## src/include/rbp_pkg.sv

```systemverilog
package rbp_pkg;

  // Program level encodings
  localparam logic [2:0] LEVEL_FACTORY = 3'h1;
  localparam logic [2:0] LEVEL_USER = 3'h3;
  localparam logic [2:0] LEVEL_RUN = 3'h7;

  // Protection byte field positions
  localparam int BIT_NVM_LOCK = 7;
  localparam int BIT_EEPROM_LOCK = 6;
  localparam int BIT_RAM_CLEAR = 5;
  localparam int BIT_EARLY_OSC = 4;
  localparam int BIT_AUTO_RUN = 1;
  localparam logic [7:0] PROT_BYTE_USED_MASK = 8'hf2;
  localparam logic [7:0] PROT_BYTE_RESET = 8'h00;

  // Non-volatile memory layout (byte addresses)
  localparam int NVM_ADDR_W = 13;
  localparam int NVM_SIZE = 8192;
  localparam logic [12:0] PROT_BYTE_ADDR = 13'h0000;
  localparam int NVM_VENDOR_BYTES = 64;

  // RAM layout
  localparam int CODE_RAM_SIZE = 4096;
  localparam int CODE_FACTORY_BYTES = 256;
  localparam int IRAM_SIZE = 256;
  localparam int IRAM_KEEP_REGS = 8;
  localparam logic [7:0] EEPROM_BLOCKED_READ = 8'h00;

  // Memory operations presented to the access gate
  typedef enum logic [1:0] {
    RBP_OP_READ = 2'h0,
    RBP_OP_WRITE = 2'h1,
    RBP_OP_CRC_FACTORY = 2'h2,
    RBP_OP_CRC_USER = 2'h3
  } rbp_op_t;

  // Boot sequencer states, Gray coded in declaration order
  typedef enum logic [2:0] {
    RBP_IDLE = 3'h0,
    RBP_FETCH = 3'h1,
    RBP_CLEAR = 3'h3,
    RBP_LOAD = 3'h2,
    RBP_LOCK = 3'h6,
    RBP_DONE = 3'h7
  } rbp_state_t;

endpackage

```

## src/rtl/rbp_boot_protect.sv

```systemverilog
`timescale 1ns/100ps
`default_nettype none

module rbp_boot_protect #(
  parameter int NVM_SIZE = rbp_pkg::NVM_SIZE,
  parameter int NVM_ADDR_W = rbp_pkg::NVM_ADDR_W,
  parameter int VENDOR_BYTES = rbp_pkg::NVM_VENDOR_BYTES,
  parameter int FACTORY_BYTES = 1024
) (
  input wire logic i_clock,
  input wire logic i_reset,
  // Boot control
  input wire logic i_boot_start,
  input wire logic [2:0] i_program_level,
  input wire logic i_retest_entry,
  output logic o_boot_busy,
  output logic o_boot_done,
  // Boot fetch of the protection byte
  output logic o_nvm_fetch_req,
  output logic [NVM_ADDR_W-1:0] o_nvm_fetch_addr,
  input wire logic i_nvm_fetch_valid,
  input wire logic [7:0] i_nvm_fetch_data,
  // User load handshake
  output logic o_user_load_req,
  input wire logic i_user_load_done,
  output logic o_user_run,
  // RAM clear writes (data is always zero)
  output logic o_ram_clear_valid,
  output logic o_ram_clear_iram,
  output logic [11:0] o_ram_clear_addr,
  input wire logic i_ram_clear_ready,
  // Protection results
  output logic o_early_oscillator_enable,
  output logic o_eeprom_block,
  output logic o_nvm_block,
  output logic o_two_wire_debug_port_open,
  // EEPROM access filter
  input wire logic i_eeprom_wr_req,
  output logic o_eeprom_wr_en,
  input wire logic [7:0] i_eeprom_rd_data,
  output logic [7:0] o_eeprom_rd_data,
  // Memory access gate
  input wire logic i_acc_req,
  input wire logic [1:0] i_acc_op,
  input wire logic [NVM_ADDR_W-1:0] i_acc_addr,
  output logic o_acc_grant,
  output logic o_acc_deny,
  // Protection byte programming
  input wire logic i_prot_prog_req,
  input wire logic [7:0] i_prot_prog_bits,
  output logic o_prot_nvm_wr_req,
  output logic [NVM_ADDR_W-1:0] o_prot_nvm_wr_addr,
  output logic [7:0] o_prot_nvm_wr_data,
  output logic o_prot_prog_done,
  output logic o_prot_prog_reject
);

  if (VENDOR_BYTES + FACTORY_BYTES >= NVM_SIZE || (1 << NVM_ADDR_W) != NVM_SIZE)
  begin : g_bad_params
    $error("rbp_boot_protect: memory layout does not fit");
  end

  localparam logic [NVM_ADDR_W-1:0] VENDOR_BASE = NVM_ADDR_W'(NVM_SIZE - VENDOR_BYTES);
  localparam logic [NVM_ADDR_W-1:0] BYTE_ADDR = NVM_ADDR_W'(rbp_pkg::PROT_BYTE_ADDR);

  // Set-only merge of programmed bits
  function automatic logic [7:0] set_only(input logic [7:0] held, input logic [7:0] add);
    set_only = held | add;
  endfunction

  rbp_pkg::rbp_state_t state;
  rbp_pkg::rbp_state_t next_state;
  logic [7:0] prot_byte;
  logic retest;
  logic osc_en;
  logic eeprom_block;
  logic nvm_block;
  logic debug_open;
  logic user_run;
  logic boot_done;
  logic clear_start;
  logic load_req;
  logic [7:0] eeprom_rd;
  logic prog_wr;
  logic [7:0] prog_data;
  logic prog_done;
  logic prog_reject;

  // Level decode
  wire logic level_run = (i_program_level == rbp_pkg::LEVEL_RUN);
  wire logic level_user = (i_program_level == rbp_pkg::LEVEL_USER);

  // Fetched byte with reserved bits dropped
  wire logic [7:0] fetched = i_nvm_fetch_data & rbp_pkg::PROT_BYTE_USED_MASK;
  wire logic f_nvm_lock = fetched[rbp_pkg::BIT_NVM_LOCK];
  wire logic f_eeprom_lock = fetched[rbp_pkg::BIT_EEPROM_LOCK];
  wire logic f_ram_clear = fetched[rbp_pkg::BIT_RAM_CLEAR];
  wire logic f_early_osc = fetched[rbp_pkg::BIT_EARLY_OSC];
  wire logic retest_now = i_retest_entry & level_run;

  // Held flags for later states
  wire logic h_nvm_lock = prot_byte[rbp_pkg::BIT_NVM_LOCK];
  wire logic h_ram_clear = prot_byte[rbp_pkg::BIT_RAM_CLEAR];
  wire logic h_auto_run = prot_byte[rbp_pkg::BIT_AUTO_RUN];
  wire logic clear_done;
  wire logic fetch_hit = (state == rbp_pkg::RBP_FETCH) & i_nvm_fetch_valid;

  // Boot sequencer next state
  always_comb
  begin
    next_state = state;
    case (state)
      rbp_pkg::RBP_IDLE:
        if (i_boot_start)
          next_state = rbp_pkg::RBP_FETCH;
      rbp_pkg::RBP_FETCH:
        if (i_nvm_fetch_valid)
        begin
          if (retest_now)
            next_state = f_ram_clear ? rbp_pkg::RBP_CLEAR : rbp_pkg::RBP_LOCK;
          else if (level_user)
            next_state = rbp_pkg::RBP_LOAD;
          else
            next_state = rbp_pkg::RBP_DONE;
        end
      rbp_pkg::RBP_CLEAR:
        if (clear_done)
          next_state = rbp_pkg::RBP_LOCK;
      rbp_pkg::RBP_LOAD:
        if (i_user_load_done)
          next_state = rbp_pkg::RBP_DONE;
      rbp_pkg::RBP_LOCK:
        next_state = rbp_pkg::RBP_DONE;
      rbp_pkg::RBP_DONE:
        if (i_boot_start)
          next_state = rbp_pkg::RBP_FETCH;
      default:
        next_state = rbp_pkg::RBP_IDLE;
    endcase
  end

  // Sequencer state and captured byte; the byte never leaves this module
  always_ff @(posedge i_clock)
  begin
    if (i_reset)
    begin
      state <= rbp_pkg::RBP_IDLE;
      prot_byte <= rbp_pkg::PROT_BYTE_RESET;
      retest <= 1'b0;
    end
    else
    begin
      state <= next_state;
      if (fetch_hit)
      begin
        prot_byte <= fetched;
        retest <= retest_now;
      end
    end
  end

  // Protection outputs, set by boot and held until the next boot
  always_ff @(posedge i_clock)
  begin
    if (i_reset)
    begin
      osc_en <= 1'b0;
      eeprom_block <= 1'b0;
      nvm_block <= 1'b0;
      debug_open <= 1'b0;
      user_run <= 1'b0;
    end
    else if (state == rbp_pkg::RBP_IDLE || state == rbp_pkg::RBP_DONE)
    begin
      if (i_boot_start)
      begin
        eeprom_block <= 1'b0;
        nvm_block <= 1'b0;
        debug_open <= 1'b0;
        user_run <= 1'b0;
      end
    end
    else
    begin
      if (fetch_hit)
      begin
        osc_en <= f_early_osc;
        eeprom_block <= retest_now & f_eeprom_lock;
      end
      if (state == rbp_pkg::RBP_LOCK)
      begin
        nvm_block <= h_nvm_lock;
        debug_open <= 1'b1;
      end
      if (state == rbp_pkg::RBP_LOAD && i_user_load_done)
        user_run <= h_auto_run;
    end
  end

  // One-cycle boot pulses and requests
  always_ff @(posedge i_clock)
  begin
    if (i_reset)
    begin
      boot_done <= 1'b0;
      clear_start <= 1'b0;
      load_req <= 1'b0;
    end
    else
    begin
      boot_done <= (next_state == rbp_pkg::RBP_DONE) & (state != rbp_pkg::RBP_DONE);
      clear_start <= fetch_hit & retest_now & f_ram_clear;
      load_req <= (next_state == rbp_pkg::RBP_LOAD) & (state != rbp_pkg::RBP_LOAD);
    end
  end

  // Zero fill of code RAM and IRAM
  rbp_zero_fill #(
    .CODE_SIZE(rbp_pkg::CODE_RAM_SIZE),
    .CODE_KEEP(rbp_pkg::CODE_FACTORY_BYTES),
    .IRAM_SIZE(rbp_pkg::IRAM_SIZE),
    .IRAM_KEEP(rbp_pkg::IRAM_KEEP_REGS),
    .ADDR_W(12)
  ) u_fill (
    .i_clock(i_clock),
    .i_reset(i_reset),
    .i_start(clear_start),
    .i_wr_ready(i_ram_clear_ready),
    .o_wr_valid(o_ram_clear_valid),
    .o_wr_iram(o_ram_clear_iram),
    .o_wr_addr(o_ram_clear_addr),
    .o_done(clear_done)
  );

  // EEPROM filter: blocked reads give zero, writes dropped
  always_ff @(posedge i_clock)
  begin
    if (i_reset)
      eeprom_rd <= 8'h00;
    else
      eeprom_rd <= eeprom_block ? rbp_pkg::EEPROM_BLOCKED_READ : i_eeprom_rd_data;
  end
  assign o_eeprom_wr_en = i_eeprom_wr_req & ~eeprom_block;

  // Memory access gate
  wire logic op_read = (i_acc_op == rbp_pkg::RBP_OP_READ);
  wire logic op_crc = (i_acc_op == rbp_pkg::RBP_OP_CRC_FACTORY)
    | (i_acc_op == rbp_pkg::RBP_OP_CRC_USER);
  wire logic in_vendor = (i_acc_addr >= VENDOR_BASE);
  wire logic locked_ok = op_crc | (op_read & in_vendor);
  wire logic acc_ok = ~nvm_block | locked_ok;
  assign o_acc_grant = i_acc_req & acc_ok;
  assign o_acc_deny = i_acc_req & ~acc_ok;

  // Protection byte programming: set-only, refused at run level
  wire logic prog_refused = level_run;
  always_ff @(posedge i_clock)
  begin
    if (i_reset)
    begin
      prog_wr <= 1'b0;
      prog_data <= 8'h00;
      prog_done <= 1'b0;
      prog_reject <= 1'b0;
    end
    else
    begin
      prog_wr <= i_prot_prog_req & ~prog_refused;
      prog_done <= i_prot_prog_req & ~prog_refused;
      prog_reject <= i_prot_prog_req & prog_refused;
      if (i_prot_prog_req & ~prog_refused)
        prog_data <= set_only(8'h00, i_prot_prog_bits);
    end
  end

  // Output assignments
  assign o_boot_busy = (state != rbp_pkg::RBP_IDLE) & (state != rbp_pkg::RBP_DONE);
  assign o_boot_done = boot_done;
  assign o_nvm_fetch_req = (state == rbp_pkg::RBP_FETCH);
  assign o_nvm_fetch_addr = BYTE_ADDR;
  assign o_user_load_req = load_req;
  assign o_user_run = user_run;
  assign o_early_oscillator_enable = osc_en;
  assign o_eeprom_block = eeprom_block;
  assign o_nvm_block = nvm_block;
  assign o_two_wire_debug_port_open = debug_open & retest;
  assign o_eeprom_rd_data = eeprom_rd;
  assign o_prot_nvm_wr_req = prog_wr;
  assign o_prot_nvm_wr_addr = BYTE_ADDR;
  assign o_prot_nvm_wr_data = prog_data;
  assign o_prot_prog_done = prog_done;
  assign o_prot_prog_reject = prog_reject;

endmodule

`default_nettype wire

```

## src/rtl/rbp_zero_fill.sv

```systemverilog
`timescale 1ns/100ps
`default_nettype none

module rbp_zero_fill #(
  parameter int CODE_SIZE = rbp_pkg::CODE_RAM_SIZE,
  parameter int CODE_KEEP = rbp_pkg::CODE_FACTORY_BYTES,
  parameter int IRAM_SIZE = rbp_pkg::IRAM_SIZE,
  parameter int IRAM_KEEP = rbp_pkg::IRAM_KEEP_REGS,
  parameter int ADDR_W = 12
) (
  input wire logic i_clock,
  input wire logic i_reset,
  input wire logic i_start,
  input wire logic i_wr_ready,
  output logic o_wr_valid,
  output logic o_wr_iram,
  output logic [ADDR_W-1:0] o_wr_addr,
  output logic o_done
);

  if (CODE_KEEP >= CODE_SIZE || IRAM_KEEP >= IRAM_SIZE || (1 << ADDR_W) < CODE_SIZE
      || (1 << ADDR_W) < IRAM_SIZE)
  begin : g_bad_params
    $error("rbp_zero_fill: region sizes do not fit");
  end

  localparam logic [ADDR_W-1:0] CODE_LAST = ADDR_W'(CODE_SIZE - CODE_KEEP - 1);
  localparam logic [ADDR_W-1:0] IRAM_FIRST = ADDR_W'(IRAM_KEEP);
  localparam logic [ADDR_W-1:0] IRAM_LAST = ADDR_W'(IRAM_SIZE - 1);

  logic busy;
  logic iram;
  logic [ADDR_W-1:0] addr;
  logic done;

  // Step decode: one zero write taken per ready cycle
  wire logic step = busy & i_wr_ready;
  wire logic code_end = ~iram & (addr == CODE_LAST);
  wire logic iram_end = iram & (addr == IRAM_LAST);

  // Walk code RAM below the factory region, then IRAM above the kept registers
  always_ff @(posedge i_clock)
  begin
    if (i_reset)
    begin
      busy <= 1'b0;
      iram <= 1'b0;
      addr <= '0;
      done <= 1'b0;
    end
    else
    begin
      done <= step & iram_end;
      if (i_start & ~busy)
      begin
        busy <= 1'b1;
        iram <= 1'b0;
        addr <= '0;
      end
      else if (step)
      begin
        if (code_end)
        begin
          iram <= 1'b1;
          addr <= IRAM_FIRST;
        end
        else if (iram_end)
          busy <= 1'b0;
        else
          addr <= addr + ADDR_W'(1);
      end
    end
  end

  assign o_wr_valid = busy;
  assign o_wr_iram = iram;
  assign o_wr_addr = addr;
  assign o_done = done;

endmodule

`default_nettype wire

```

## config.mk

```make
export PLATFORM = sky130hd
export DESIGN_NAME = rbp_boot_protect
export DESIGN_NICKNAME = d
export VERILOG_FILES = /design/src/include/rbp_pkg.sv /design/src/rtl/rbp_boot_protect.sv /design/src/rtl/rbp_zero_fill.sv
export SDC_FILE = /design/constraint.sdc
export NUM_CORES = 1
export LEC_CHECK = 0
export BUFFER_PORTS_ARGS = -buffer_cell sky130_fd_sc_hd__buf_4
export CORE_ASPECT_RATIO = 0.75
export CORE_MARGIN = 2
export CORE_UTILIZATION = 45
export DETAILED_ROUTE_END_ITERATION = 10
export PLACE_DENSITY_LB_ADDON = 0.15
export SLEW_MARGIN = 20
export SYNTH_ARGS = -nofsm -noshare
export SYNTH_HDL_FRONTEND = slang
export SYNTH_HIERARCHICAL = 1
export SYNTH_SLANG_ARGS = --single-unit
```

## constraint.sdc

```tcl
create_clock -name i_clock -period 1.75 [get_ports i_clock]
set_input_delay 0.175 -clock i_clock [delete_from_list [all_inputs] [get_ports i_clock]]
set_output_delay 0.175 -clock i_clock [all_outputs]
set_load 0.02 [all_outputs]
```

# ---- After elaboration in Yosys (flattened, before gate mapping)
# Index checks and enable logic that the tools add are counted.
dict set report totals {
  ff_bits 50
  in_bits 52
  out_inout_bits 71
  word_cells 112
}
dict set report op_classes {
  n_addsub 1
  magnitude_cmp 1
  eq_ne 18
  n_mux 23
  bitwise_logic 30
  reduce_logical 20
}
# operator count
set op_table {}
lappend op_table {{2-to-1 mux 12 bit} 2}
lappend op_table {{2-to-1 mux 3 bit} 7}
lappend op_table {{AND 1 bit} 20}
lappend op_table {{one-hot mux 3 bit (5 select lines)} 1}
lappend op_table {{>= comparator 13 bit (second input constant)} 1}
lappend op_table {{2-to-1 mux 1 bit} 13}
lappend op_table {{adder 12 x 1 -> 12 bit (second input constant)} 1}
lappend op_table {{equality test 12 bit (second input constant)} 1}
lappend op_table {{equality test 12 x 8 -> 1 bit (second input constant)} 1}
lappend op_table {{equality test 3 x 2 -> 1 bit (second input constant)} 4}
lappend op_table {{equality test 3 bit (second input constant)} 4}
lappend op_table {{AND reduction 2 bit} 6}
lappend op_table {{nonzero test 2 bit} 5}
lappend op_table {{inverter 1 bit} 7}
lappend op_table {{OR reduction 2 bit} 3}
lappend op_table {{equality test 2 bit (second input constant)} 2}
lappend op_table {{inequality test 2 bit (second input constant)} 2}
lappend op_table {{equality test 3 x 1 -> 1 bit (second input constant)} 1}
lappend op_table {{logical NOT 3 bit} 1}
lappend op_table {{inequality test 3 x 2 -> 1 bit (second input constant)} 1}
lappend op_table {{inequality test 3 bit (second input constant)} 1}
lappend op_table {{bitwise OR 1 bit} 3}
lappend op_table {{AND reduction 3 bit} 1}
lappend op_table {{nonzero test 3 bit} 1}
lappend op_table {{4 further kinds} 4}

# ---- Logic depth before layout (Yosys ltp)
# Gate-level depths: netlist of the first run.
dict set report logic_depth {
  depth_word 7
  ltp_mapped 6
  depth_no_buf 5
}

# ---- By module
# The synthesis of the first run kept the hierarchy.
# mod n_inst cells_each area_per_inst_um2 seq_area_each_um2
set by_module_without_submodules {}
lappend by_module_without_submodules {rbp_boot_protect 1 178 1540.2 640.6}
lappend by_module_without_submodules {rbp_zero_fill 1 82 750.7 300.3}

# ---- Least setup slack after synthesis of the first run
# Ideal clock, no wire load.
dict set report synth_timing {
  path_type {reg-to-reg}
  startpoint {register u_fill.addr[0], in the netlist u_fill/o_wr_addr[0]}
  endpoint {register u_fill.addr[0], in the netlist u_fill/o_wr_addr[0]}
  setup_time_ps 117
  arrival_ps 1662
  t_required_ps 1633
  slack_ps -29
  path_stages_with_launch 7
  path_buffers 1
  period_less_slack_ps 1779
  path_cell_list {dfxtp_1 ha_1 nand4b_1 nor4_1 nand2b_1 buf_2 nor2_1}
}
dict set report synth_via {
  elab_chain_cells 4
  word_cells_on_any_way 9
  cone_classes {add/sub: 1; eq/ne: 3; mux: 2; bitwise: 2; reduce/logical: 1}
}
# element line
set synth_rtl {}
lappend synth_rtl {{start: declaration} rbp_zero_fill.sv:33} ;# logic [ADDR_W-1:0] addr;
lappend synth_rtl {{start signal: assignment} rbp_zero_fill.sv:70} ;# addr <= addr + ADDR_W'(1);
lappend synth_rtl {{parallel branches: the longest is 4 deep, another holds adder 12 x 1 -> 12 bit} --}
# Parallel ways; which one is timed is not known. The select of a mux whose other input is x is not followed.
# A chain may end at the register's enable or synchronous reset.

# ---- Final worst setup path of the first run
dict set report layout_timing {
  startpoint {register u_fill.addr[11], in the netlist u_fill/o_wr_addr[11]}
  endpoint {register u_fill.addr[1], in the netlist u_fill/o_wr_addr[1]}
}
dict set report layout_via {
  elab_chain_cells 4
  word_cells_on_any_way 7
  cone_classes {eq/ne: 3; mux: 1; bitwise: 2; reduce/logical: 1}
}
# element line
set layout_rtl {}
lappend layout_rtl {{equality test 12 x 8 -> 1 bit / equality test 12 bit (equally long branches)} {rbp_zero_fill.sv:39, rbp_zero_fill.sv:38}}
lappend layout_rtl {{AND 1 bit, on equally long branches} {rbp_zero_fill.sv:39, rbp_zero_fill.sv:38}}
lappend layout_rtl {{inequality test 2 x 1 -> 1 bit (no line)} --}
lappend layout_rtl {{AND reduction 2 bit (no line)} --}
# Parallel ways exist; a longest one is shown, timed or not.

==> results of run 1 <==
-- stage by stage --
step	worst slack, ns	util [%]
floorplan	0.0235	-
global placement	0.0847	61.3
detailed placement	0.0864	61.3
CTS	0.0610	63.7
global route	-0.0312	63.9
finish	0.0812	63.9
-- flip-flops by register name, indices dropped and copies added, names as in the netlist, 2 cells and up --
register and flops:
o_prot_nvm_wr_data 8, o_eeprom_rd_data 8, state 3, prot_byte 2
u_fill/o_wr_addr 12
-- layout by cell type (no fill, tap or decap), types with 2 or more instances in the layout --
master / synthesis / routed
nand2_1: 19 / 19
a21o_1: 2 / 2
and3_1: 5 / 5
dfxtp_1: 47 / 46
nand4b_1: 3 / 3
or4_1: 5 / 5
o21a_1: 2 / 2
and2_1: 11 / 11
nand2b_1: 4 / 4
a311oi_1: 2 / 2
buf_4: 27 / 107
nor3_1: 4 / 4
mux2i_1: 4 / 4
clkbuf_8: 0 / 6
nor2b_1: 5 / 5
nor3_2: 3 / 3
o21ai_0: 7 / 7
o21ai_1: 2 / 2
or3_1: 4 / 4
inv_1: 4 / 4
nand3_1: 15 / 15
nand3b_1: 2 / 2
nor2_1: 16 / 16
a21oi_2: 1 / 2
a21oi_1: 22 / 21
nand4_1: 6 / 6
nor3b_1: 2 / 2
o31ai_1: 4 / 4
conb_1: 1 / 26
-- worst max-delay path, delay by kind of cell (launching register included) --
kind             cells  cell delay (ns)
multiplexers         1             0.22
flip-flops           1             0.32
AO/OA/AOI/OAI        1             0.41
AND/OR/NAND/NOR      2             0.62
-- layer usage --
layer	track usage (%)	part of all wire, %	vias up
met4	5.08	0.76	0
met2	27.7	43	95
met1	24.9	46	946
met5	0	0	-
met3	6.49	10	5
li1	-	-	1070
-- cells by family (layout without fill, tap and decap cells) --
kind of cell | count (synthesis) | in the layout | synth area share, %
simple gates | 115 | 115 | 29.6
flops | 47 | 47 | 41.1
xor+xnor | 2 | 2 | 0.765
mux | 4 | 4 | 1.75
fa+ha+maj | 1 | 1 | 0.546
other cells | 1 | 26 | 0.164
compound gates | 48 | 48 | 13.9
buf+inv | 42 | 119 | 12.2
-- worst max-delay path by stage --
stage / start / to / slack, ns / cells after the start
floorplan: u_fill/o_wr_addr[0] / u_fill/o_wr_addr[0] / 0.02 / 6
global placement: u_fill/o_wr_addr[11] / u_fill/o_wr_addr[1] / 0.08 / 4
detailed placement: u_fill/o_wr_addr[0] / u_fill/o_wr_addr[7] / 0.09 / 6
CTS: u_fill/o_wr_addr[0] / u_fill/o_wr_addr[7] / 0.06 / 6
global route: u_fill/o_wr_addr[11] / u_fill/o_wr_addr[1] / -0.03 / 4
finish: u_fill/o_wr_addr[11] / u_fill/o_wr_addr[1] / 0.08 / 4
-- layout make-up --
cell class / instances / share of cell area, %
flip-flops and latches: 47 / 30.1
clock buffers: 6 / 2.64
inverters: 4 / 0.480
well taps: 60 / 2.40
repair buffers: 107 / 25.7
clock inverters: 2 / 1.12
multi-input cells: 196 / 37.6
-- power groups by stage --
stage / Clock (W) / Combinational (W) / Sequential [W]
after floorplan: 0 / 0.000604 / 0.00125
after global placement: 0 / 0.000804 / 0.00125
final: 0.000806 / 0.000814 / 0.00123
after CTS: 0.000829 / 0.000817 / 0.00123
after detailed placement: 0 / 0.000815 / 0.00125
after global routing: 0.000877 / 0.000898 / 0.00124
-- timing repair --
action,in CTS,in global routing
hold buffers,0,0
resized for setup,0,3
hold endpoints to repair,0,0
endpoints found under the setup margin,0,10
==> summary.md, run 1 <==
| Metric | Value |
|---|---|
| Clock slew at reported path FFs | 0.08 ns |
| Vias per Instance | 5.01 |
| Antenna fix cells | 0 |
| Count leader, synth | dfxtp_1 |
| Clock Latency Late Sink | 0.29 ns |
| Synth Instances | 260 |
| Global-route usage over all layers | 18.4% |
| Max VDD drop | 0.548 mV |
| Max Clock Freq | 599 MHz |
| Ys Warns | 6 |
| Multi-input logic area | 1180 sq um |
| Io pins | 123 |
| Hold Vio Cnt, Final | 0 |
| Final Max Tran Viols | 0 |
| Register bit count reported by yosys | 47 |
| Post-CTS Setup Bufs | 0 |
| Final Critical Period | 1.67 ns |
| Cells along the critical path | or4b_4 > o311ai_2 > mux2i_1 > nor2_1 |
| Syn Area/Cell | 8.81 sq um |
| Leak Pwr | 1.40 nW |
| RSZ-0062 raised after global routing | true |
| Reg2Reg Setup Slack | 0.08 ns |
| Layout Nets | 414 |
| Hold depth | 2 |
| Crit start category | flop |
| Largest net degree at the start of global routing | 19 |
| Drt first-iter violations | 73 |
| Area grow syn2layout | 36.6% |
| Hold_sp | i_eeprom_rd_data[0] |
| Routed WL | 5.26 mm |
| Initial antenna violation count | 0 |
| DRC | 0 |
| Final Power | 0.00285 W |
| Crit path kind | reg -> reg |
| Number of flops mapped to enable cells by yosys | 0 |
| CTS tree | built |
| PwrDens | 910 nW/um^2 |
| Share of cells above drive strength 1 | 36.2% |
| Max cap viols | 0 |
| Remaining global-route overflow | 0 |
| Setup TNS | 0 ns |
| Vias in the first global route | 1,803 |
| Clock share of power | 28.3% |
| Placement-stage cell area | 3000 sq um |
| Crit Path Max Fanout | 4 |
| Via Count | 2,116 |
| WP data arrival | 1.86 ns |
| Main synth FF type | dfxtp_1 |
| Distinct cell type count after synthesis | 51 |
| P_int | 0.00197 W |
| Clock Path Buffers | 2 |
| Gate power share | 28.6% |
| Site Rows | 22 |
| Synth async-reset ratio | 0% |
| GP Congestion | 0.844 |
| Htree depth | 2 |
| Worst EP required | 1.94 ns |
| Crit path capture type | flop |
| Seq pwr share | 43.1% |
| Slowest CP cell | or4b_4 |
| Switching Fraction | 31.0% |
| Port Buffers | 87 |
| Top post-synthesis cells by area | dfxtp_1 41%, buf_4 8.8%, a21oi_1 4.8% |
| Inst Count DP | 414 |
| Final instance area | 3130 sq um |
| Post-synthesis sequential area ratio | 41.1% |
| Drt pass-1 iters | 4 |
| Core box area | 4900 sq um |
| Reg-to-Reg End | u_fill/o_wr_addr[1] |
| Layout Skew | 0.00484 ns |
| Fill cells | 427 |
| DIE AREA | 5680 sq um |
| Initial Util | 46.8% |
| Final Non-Filler Cells | 422 |
| Synth area leader | dfxtp_1 |
| Worst reg2reg path startpoint | u_fill/o_wr_addr[11] |
| CP max stage delay | 0.57 ns |
| ANT nets after route | 0 |
| Sink Count | 47 |
| Synth top area share | 41.1% |
| # setup viols final | 0 |
| Worst hold path type | in -> reg |
| Fin crit share | 95.4% |
| Root Buffer | clkbuf_8 |
| Status | finished clean |
| Global-route wire length before repair | 8.19 mm |
| Number of CTS-inserted buffers | 5 |
| Hold_ws | 0.0770 ns |
| Die height | 65.8 um |
| Switching Power | 0.000883 W |
| Die X-Extent | 86.4 um |
| Cell Area, Synth | 2290 sq um |
| Commonest cells post-synth | 47 x dfxtp_1, 27 x buf_4, 22 x a21oi_1, 19 x nand2_1, 16 x nor2_1 |
| Worst Reg-to-Reg Cells | 4 |
| Hpwl dp | 4.07 mm |
| Sequential cell area | 942 sq um |
| WL/cell | 12.5 um |
| Worst Hold End | o_eeprom_rd_data[0] |
No activity file was read; power rests on OpenSTA's default activity.
==> inputs of run 2 (changes only) <==
--- a/config.mk
+++ b/config.mk
@@ -6,9 +6,12 @@
 export NUM_CORES = 1
 export LEC_CHECK = 0
 export BUFFER_PORTS_ARGS = -buffer_cell sky130_fd_sc_hd__buf_4
+export CAP_MARGIN = 15
+export CELL_PAD_IN_SITES_DETAIL_PLACEMENT = 1
+export CELL_PAD_IN_SITES_GLOBAL_PLACEMENT = 1
 export CORE_ASPECT_RATIO = 0.75
 export CORE_MARGIN = 2
-export CORE_UTILIZATION = 45
+export CORE_UTILIZATION = 31
 export DETAILED_ROUTE_END_ITERATION = 10
 export PLACE_DENSITY_LB_ADDON = 0.15
 export SLEW_MARGIN = 20
==> constraint.sdc (replaced) <==
create_clock -name i_clock -period 1.83 [get_ports i_clock]
set_input_delay 0.183 -clock i_clock [delete_from_list [all_inputs] [get_ports i_clock]]
set_output_delay 0.183 -clock i_clock [all_outputs]
set_load 0.02 [all_outputs]
==> run 2 against run 1 <==
Non-clock buffer count shrank 8. Core utilization shrank 21 points. Sequential power shrank 4%. Clock-buffer cell count shrank 1. Final cell count grew 7.8%. Combinational power shrank 2.5%. Sequential share of layout area grew 0.47 points. Final area shrank 1.4%. First-iteration DRC count shrank 8.2%.
==> summary.md, run 2 (synthesis gave the netlist of run 1 again) <==
| Metric | Value |
|---|---|
| Status | finished clean |
| Clock Path Buffers | 2 |
| Io pins | 123 |
| # setup viols final | 0 |
| Root Buffer | clkbuf_8 |
| Inst Count DP | 447 |
| Drt first-iter violations | 67 |
| Sink Count | 47 |
| Max Clock Freq | 573 MHz |
| ANT nets after route | 0 |
| WP data arrival | 1.95 ns |
| Drt pass-1 iters | 4 |
| CP max stage delay | 0.59 ns |
| Vias in the first global route | 2,053 |
| Cells along the critical path | or4b_4 > o311ai_2 > mux2i_1 > nor2_1 |
| Max VDD drop | 0.354 mV |
| Layout Skew | 0.00622 ns |
| Max FFs per register | 12 |
| GP Congestion | 0.730 |
| Port Buffers | 87 |
| Place WS | 0.105 ns |
| Slowest CP cell | or4b_4 |
| Worst hold path type | in -> reg |
| Crit path kind | reg -> reg |
| Final Max Tran Viols | 0 |
| DIE AREA | 8100 sq um |
| Leak Pwr | 1.35 nW |
| Layout Nets | 406 |
| PwrDens | 846 nW/um^2 |
| Htree depth | 2 |
| Most common cell after layout, fill and taps aside | buf_4 |
| CTS tree | built |
| Die X-Extent | 103 um |
| WL/cell | 13.7 um |
| Final Critical Period | 1.75 ns |
| Max cap viols | 0 |
| Global-route usage over all layers | 15.5% |
| Vias per Instance | 4.68 |
| Site Rows | 27 |
| Area grow syn2layout | 34.7% |
| Remaining global-route overflow | 0 |
| Largest net degree at the start of global routing | 18 |
| Hpwl dp | 4.85 mm |
| Initial Util | 31.5% |
| Crit start category | flop |
| Fin crit share | 95.4% |
| Global-route wire length before repair | 9.83 mm |
| Number of CTS-inserted buffers | 5 |
| Crit Path Max Fanout | 5 |
| Final Non-Filler Cells | 455 |
| Clock slew at reported path FFs | 0.09 ns |
| Setup TNS | 0 ns |
| Via Count | 2,131 |
| Clock Latency Late Sink | 0.31 ns |
| Share of cells above drive strength 1 | 34.5% |
| CP Buf/Inv Count | 0 |
| Crit path capture type | flop |
| Final instance area | 3090 sq um |
| Worst EP required | 2.04 ns |
| Antenna fix cells | 0 |
| Post-CTS Setup Bufs | 0 |
| Cell family with most CP delay | simple AND/OR/NAND/NOR gates |
| Hold Vio Cnt, Final | 0 |
| Setup WS post-layout | 0.0849 ns |
| RSZ-0062 raised after global routing | false |
| Core box area | 7260 sq um |
| Die height | 78.5 um |
| DRC | 0 |
| Most frequent cells in the layout | 99 x buf_4, 45 x dfxtp_1, 26 x conb_1, 22 x a21oi_1, 19 x nand2_1 |
| Placement-stage cell area | 2990 sq um |
| Initial antenna violation count | 0 |
| Routed WL | 6.24 mm |
[run 2: cell count changes in the layout (fill, tap and decap cells not counted), sizes merged]
cell    before  now
clkbuf       6    5
buf        107   99
inv          4    5
bufinv       1    0
clkinv       1    2
[run 2: per-stage QoR]
| stage | power, W | utilization, % | hold WS [ns] |
|---|---|---|---|
| 5_1_grt | 0.00278 | 42.5 | 0.0592 |
| 3_5_place_dp | 0.00200 | 41.2 | 0.390 |
| 2_1_floorplan | 0.00178 | - | 0.255 |
| 3_3_place_gp | 0.00198 | 41.2 | 0.384 |
| 4_1_cts | 0.00264 | 42.4 | 0.0600 |
| 6_report | 0.00261 | 42.5 | 0.0706 |
[run 2: report_power, final]
part | total (W) | internal (W) | switching [W] | leakage, nW
Sequential | 0.00118 | 0.00110 | 0.0000865 | 0.384
Clock | 0.000635 | 0.000269 | 0.000366 | 0.0483
Combinational | 0.000794 | 0.000341 | 0.000453 | 0.916
Total | 0.00261 | 0.00171 | 0.000905 | 1.35
[run 2: final cells by class]
class                      count  area (sq um)
sequential                    47           943
clock buffer                   5          68.8
multi-input combinational    196          1170
tap                          101           126
clock inverter                 3          18.8
fill                         893          4180
inverter                       4          15.0
timing repair buffer          99           743
[run 2: worst reg2reg max path, cell delays in order, from the launching register on]
cell	delay, ns
dfxtp_1	0.36
or4b_4	0.59
o311ai_2	0.42
mux2i_1	0.23
nor2_1	0.05
[run 2: what timing repair did]
action / in CTS / in global routing
gates resized for setup: 0 / 3
hold buffers: 0 / 0
endpoints found under the hold margin: 0 / 0
endpoints found under the setup margin: 0 / 5
[run 2: worst paths after layout]
path / slack [ns] / startpoint / depth (start not counted) / to
setup reg to reg: 0.08 / u_fill/o_wr_addr[11] / 4 / u_fill/o_wr_addr[1]
hold reg to reg: 0.46 / o_prot_nvm_wr_data[0] / 2 / o_prot_nvm_wr_data[0]
hold / removal: 0.07 / i_eeprom_rd_data[0] / 2 / o_eeprom_rd_data[0]
setup / recovery: 0.08 / u_fill/o_wr_addr[11] / 4 / u_fill/o_wr_addr[1]
[run 2: metal layers]
| metal | routed length, um | track usage, % | share of wire, % | vias to the layer above |
|---|---|---|---|---|
| met2 | 2690 | 23.1 | 43 | 82 |
| met3 | 538 | 5.61 | 8.6 | 7 |
| li1 | - | - | - | 1054 |
| met4 | 51 | 4.34 | 0.82 | 0 |
| met5 | 0 | 0 | 0 | - |
| met1 | 2950 | 21.0 | 47 | 988 |
==> inputs of run 3 (changes only) <==
--- a/config.mk
+++ b/config.mk
@@ -9,7 +9,6 @@
 export CAP_MARGIN = 15
 export CELL_PAD_IN_SITES_DETAIL_PLACEMENT = 1
 export CELL_PAD_IN_SITES_GLOBAL_PLACEMENT = 1
-export CORE_ASPECT_RATIO = 0.75
 export CORE_MARGIN = 2
 export CORE_UTILIZATION = 31
 export DETAILED_ROUTE_END_ITERATION = 10
==> run 3 against run 2 <==
Combinational power fell by 3.8%. Non-clock buffer count up 3. Flip-flop and latch count did not move. Register-to-register slack gained 0.02 ns. Total power increased by 5.9%. Final cell count is 0.22% higher. Clock-buffer cell count rose by 1. Critical path type unchanged. Critical endpoint is now u_fill/o_wr_addr[5]. Wire length down 1.2%. Core utilization up 1.0 points. Via count decreased by 1.4%.
==> summary.md, run 3 (synthesis gave the netlist of run 1 again) <==
| Metric | Value |
|---|---|
| Status | finished clean |
| Global-route usage over all layers | 15.0% |
| Vias in the first global route | 2,021 |
| Via Count | 2,101 |
| Clock Latency Late Sink | 0.30 ns |
| Final Critical Period | 1.72 ns |
| Clock slew at reported path FFs | 0.09 ns |
| Fill cells | 887 |
| Max VDD drop | 0.363 mV |
| DIE AREA | 8090 sq um |
| Hpwl dp | 4.73 mm |
| Share of cells above drive strength 1 | 34.5% |
| Final instance area | 3140 sq um |
| Switching Fraction | 31.7% |
| P_int | 0.00189 W |
| Final Max Tran Viols | 0 |
| Layout Nets | 409 |
| Worst hold path type | in -> reg |
| Final Power | 0.00276 W |
| Core box area | 7210 sq um |
| Fin crit share | 94.0% |
| Crit start category | flop |
| DRC | 0 |
| Clock Path Buffers | 2 |
| Die height | 90.0 um |
| Max FFs per register | 12 |
| Gate power share | 27.6% |
| GP Congestion | 0.739 |
| Htree depth | 2 |
| Area grow syn2layout | 36.9% |
| Sink Count | 47 |
| Clock share of power | 29.3% |
| Vias per Instance | 4.61 |
| Die X-Extent | 90.0 um |
| Port Buffers | 87 |
| Seq pwr share | 43.0% |
| CTS tree | built |
| Drt first-iter violations | 31 |
| Initial antenna violation count | 0 |
| Antenna fix cells | 0 |
| ANT nets after route | 0 |
| Most common cell after layout, fill and taps aside | buf_4 |
| Slowest CP cell | dfxtp_1 |
| Max cap viols | 0 |
| Io pins | 123 |
| Cells along the critical path | ha_1 > nand4b_1 > nor4_2 > nand2b_1 > buf_4 > a21oi_1 |
| CP max stage delay | 0.41 ns |
| Switching Power | 0.000877 W |
| Largest net degree at the start of global routing | 28 |
| PwrDens | 881 nW/um^2 |
| Initial Util | 31.8% |
| Number of CTS-inserted buffers | 5 |
| Hold Vio Cnt, Final | 0 |
| Root Buffer | clkbuf_8 |
| Crit Path Max Fanout | 6 |
| Cell family with most CP delay | simple AND/OR/NAND/NOR gates |
| Layout Skew | 0.00852 ns |
| Placement-stage cell area | 3010 sq um |
| Hold-fix buffers at CTS | 0 |
| Global-route wire length before repair | 10.1 mm |
| Max Clock Freq | 581 MHz |
| Site Rows | 31 |
| Most frequent cells in the layout | 102 x buf_4, 47 x dfxtp_1, 26 x conb_1, 22 x a21oi_1, 19 x nand2_1 |
| Remaining global-route overflow | 0 |
| CP Buf/Inv Count | 1 |
| WP data arrival | 1.90 ns |
| WL/cell | 13.5 um |
| Crit path kind | reg -> reg |
| # setup viols final | 0 |
| Crit path capture type | flop |
| Worst EP required | 2.01 ns |
| Routed WL | 6.16 mm |
| Leak Pwr | 1.38 nW |
| Drt pass-1 iters | 4 |
==> run 3: changes by cell type in the layout (fill, tap and decap cells not counted) <==
cell,previous run,this run
buf_4,99,102
clkinv_2,2,0
dfxtp_1,45,47
dfxtp_2,2,0
bufinv_16,0,1
clkbuf_8,5,6
==> run 3: path summary, 6_finish.rpt <==
check / start / to / slack [ns] / cells after the start
worst max register to register: u_fill/o_wr_addr[0] / u_fill/o_wr_addr[5] / 0.11 / 6
worst min register to register: o_prot_nvm_wr_data[2] / o_prot_nvm_wr_data[2] / 0.46 / 2
worst max-delay path: u_fill/o_wr_addr[0] / u_fill/o_wr_addr[5] / 0.11 / 6
worst min-delay path: i_eeprom_rd_data[5] / o_eeprom_rd_data[5] / 0.08 / 2
==> run 3: metrics by stage <==
| stage | setup TNS, ns | hold slack (ns) | util, % | cells | worst slack (ns) |
|---|---|---|---|---|---|
| floorplan | 0 | 0.255 | - | 285 | 0.0513 |
| global placement | 0 | 0.385 | 41.7 | 448 | 0.124 |
| detailed placement | 0 | 0.390 | 41.7 | 448 | 0.0949 |
| CTS | 0 | 0.0710 | 43.4 | 456 | 0.0649 |
| global route | -0.0426 | 0.0676 | 43.5 | 456 | -0.0175 |
| finish | 0 | 0.0794 | 43.5 | 456 | 0.110 |
==> run 3: layout make-up <==
cell class                 instances  area (sq um)  share of cell area, %
multi-input combinational        196          1170                   37.3
sequential                        47           941                   30.0
timing repair buffer             102           766                   24.4
tap                               99           124                   3.95
clock buffer                       6          82.6                   2.63
clock inverter                     2          38.8                   1.24
inverter                           4          15.0                  0.479
==> run 3: power by group through the flow <==
stage,Combinational (W),Sequential (W),Clock [W]
final,0.000764,0.00119,0.000811
after global placement,0.000762,0.00121,0
after global routing,0.000837,0.00121,0.000888
after CTS,0.000768,0.00119,0.000844
after detailed placement,0.000766,0.00121,0
after floorplan,0.000577,0.00120,0
==> run 3: what timing repair did <==
item,in CTS,in global routing
gates resized for setup,0,1
setup buffers,0,0
setup endpoints to repair,0,9
endpoints found under the hold margin,0,0
==> run 3: worst register-to-register path, delay by kind of cell, from the launching register on <==
kind                       cells  cell delay (ns)
AOI/OAI and AO/OA              1             0.05
adders and majority gates      1             0.23
buffers and inverters          1             0.19
DFF                            1             0.41
and+or+nand+nor                3             0.72
==> run 3: metal layers <==
metal	GRT usage, %	wire length, um
met5	0	0
met4	3.08	42
met3	4.36	336
met2	26.9	3090
met1	17.9	2690
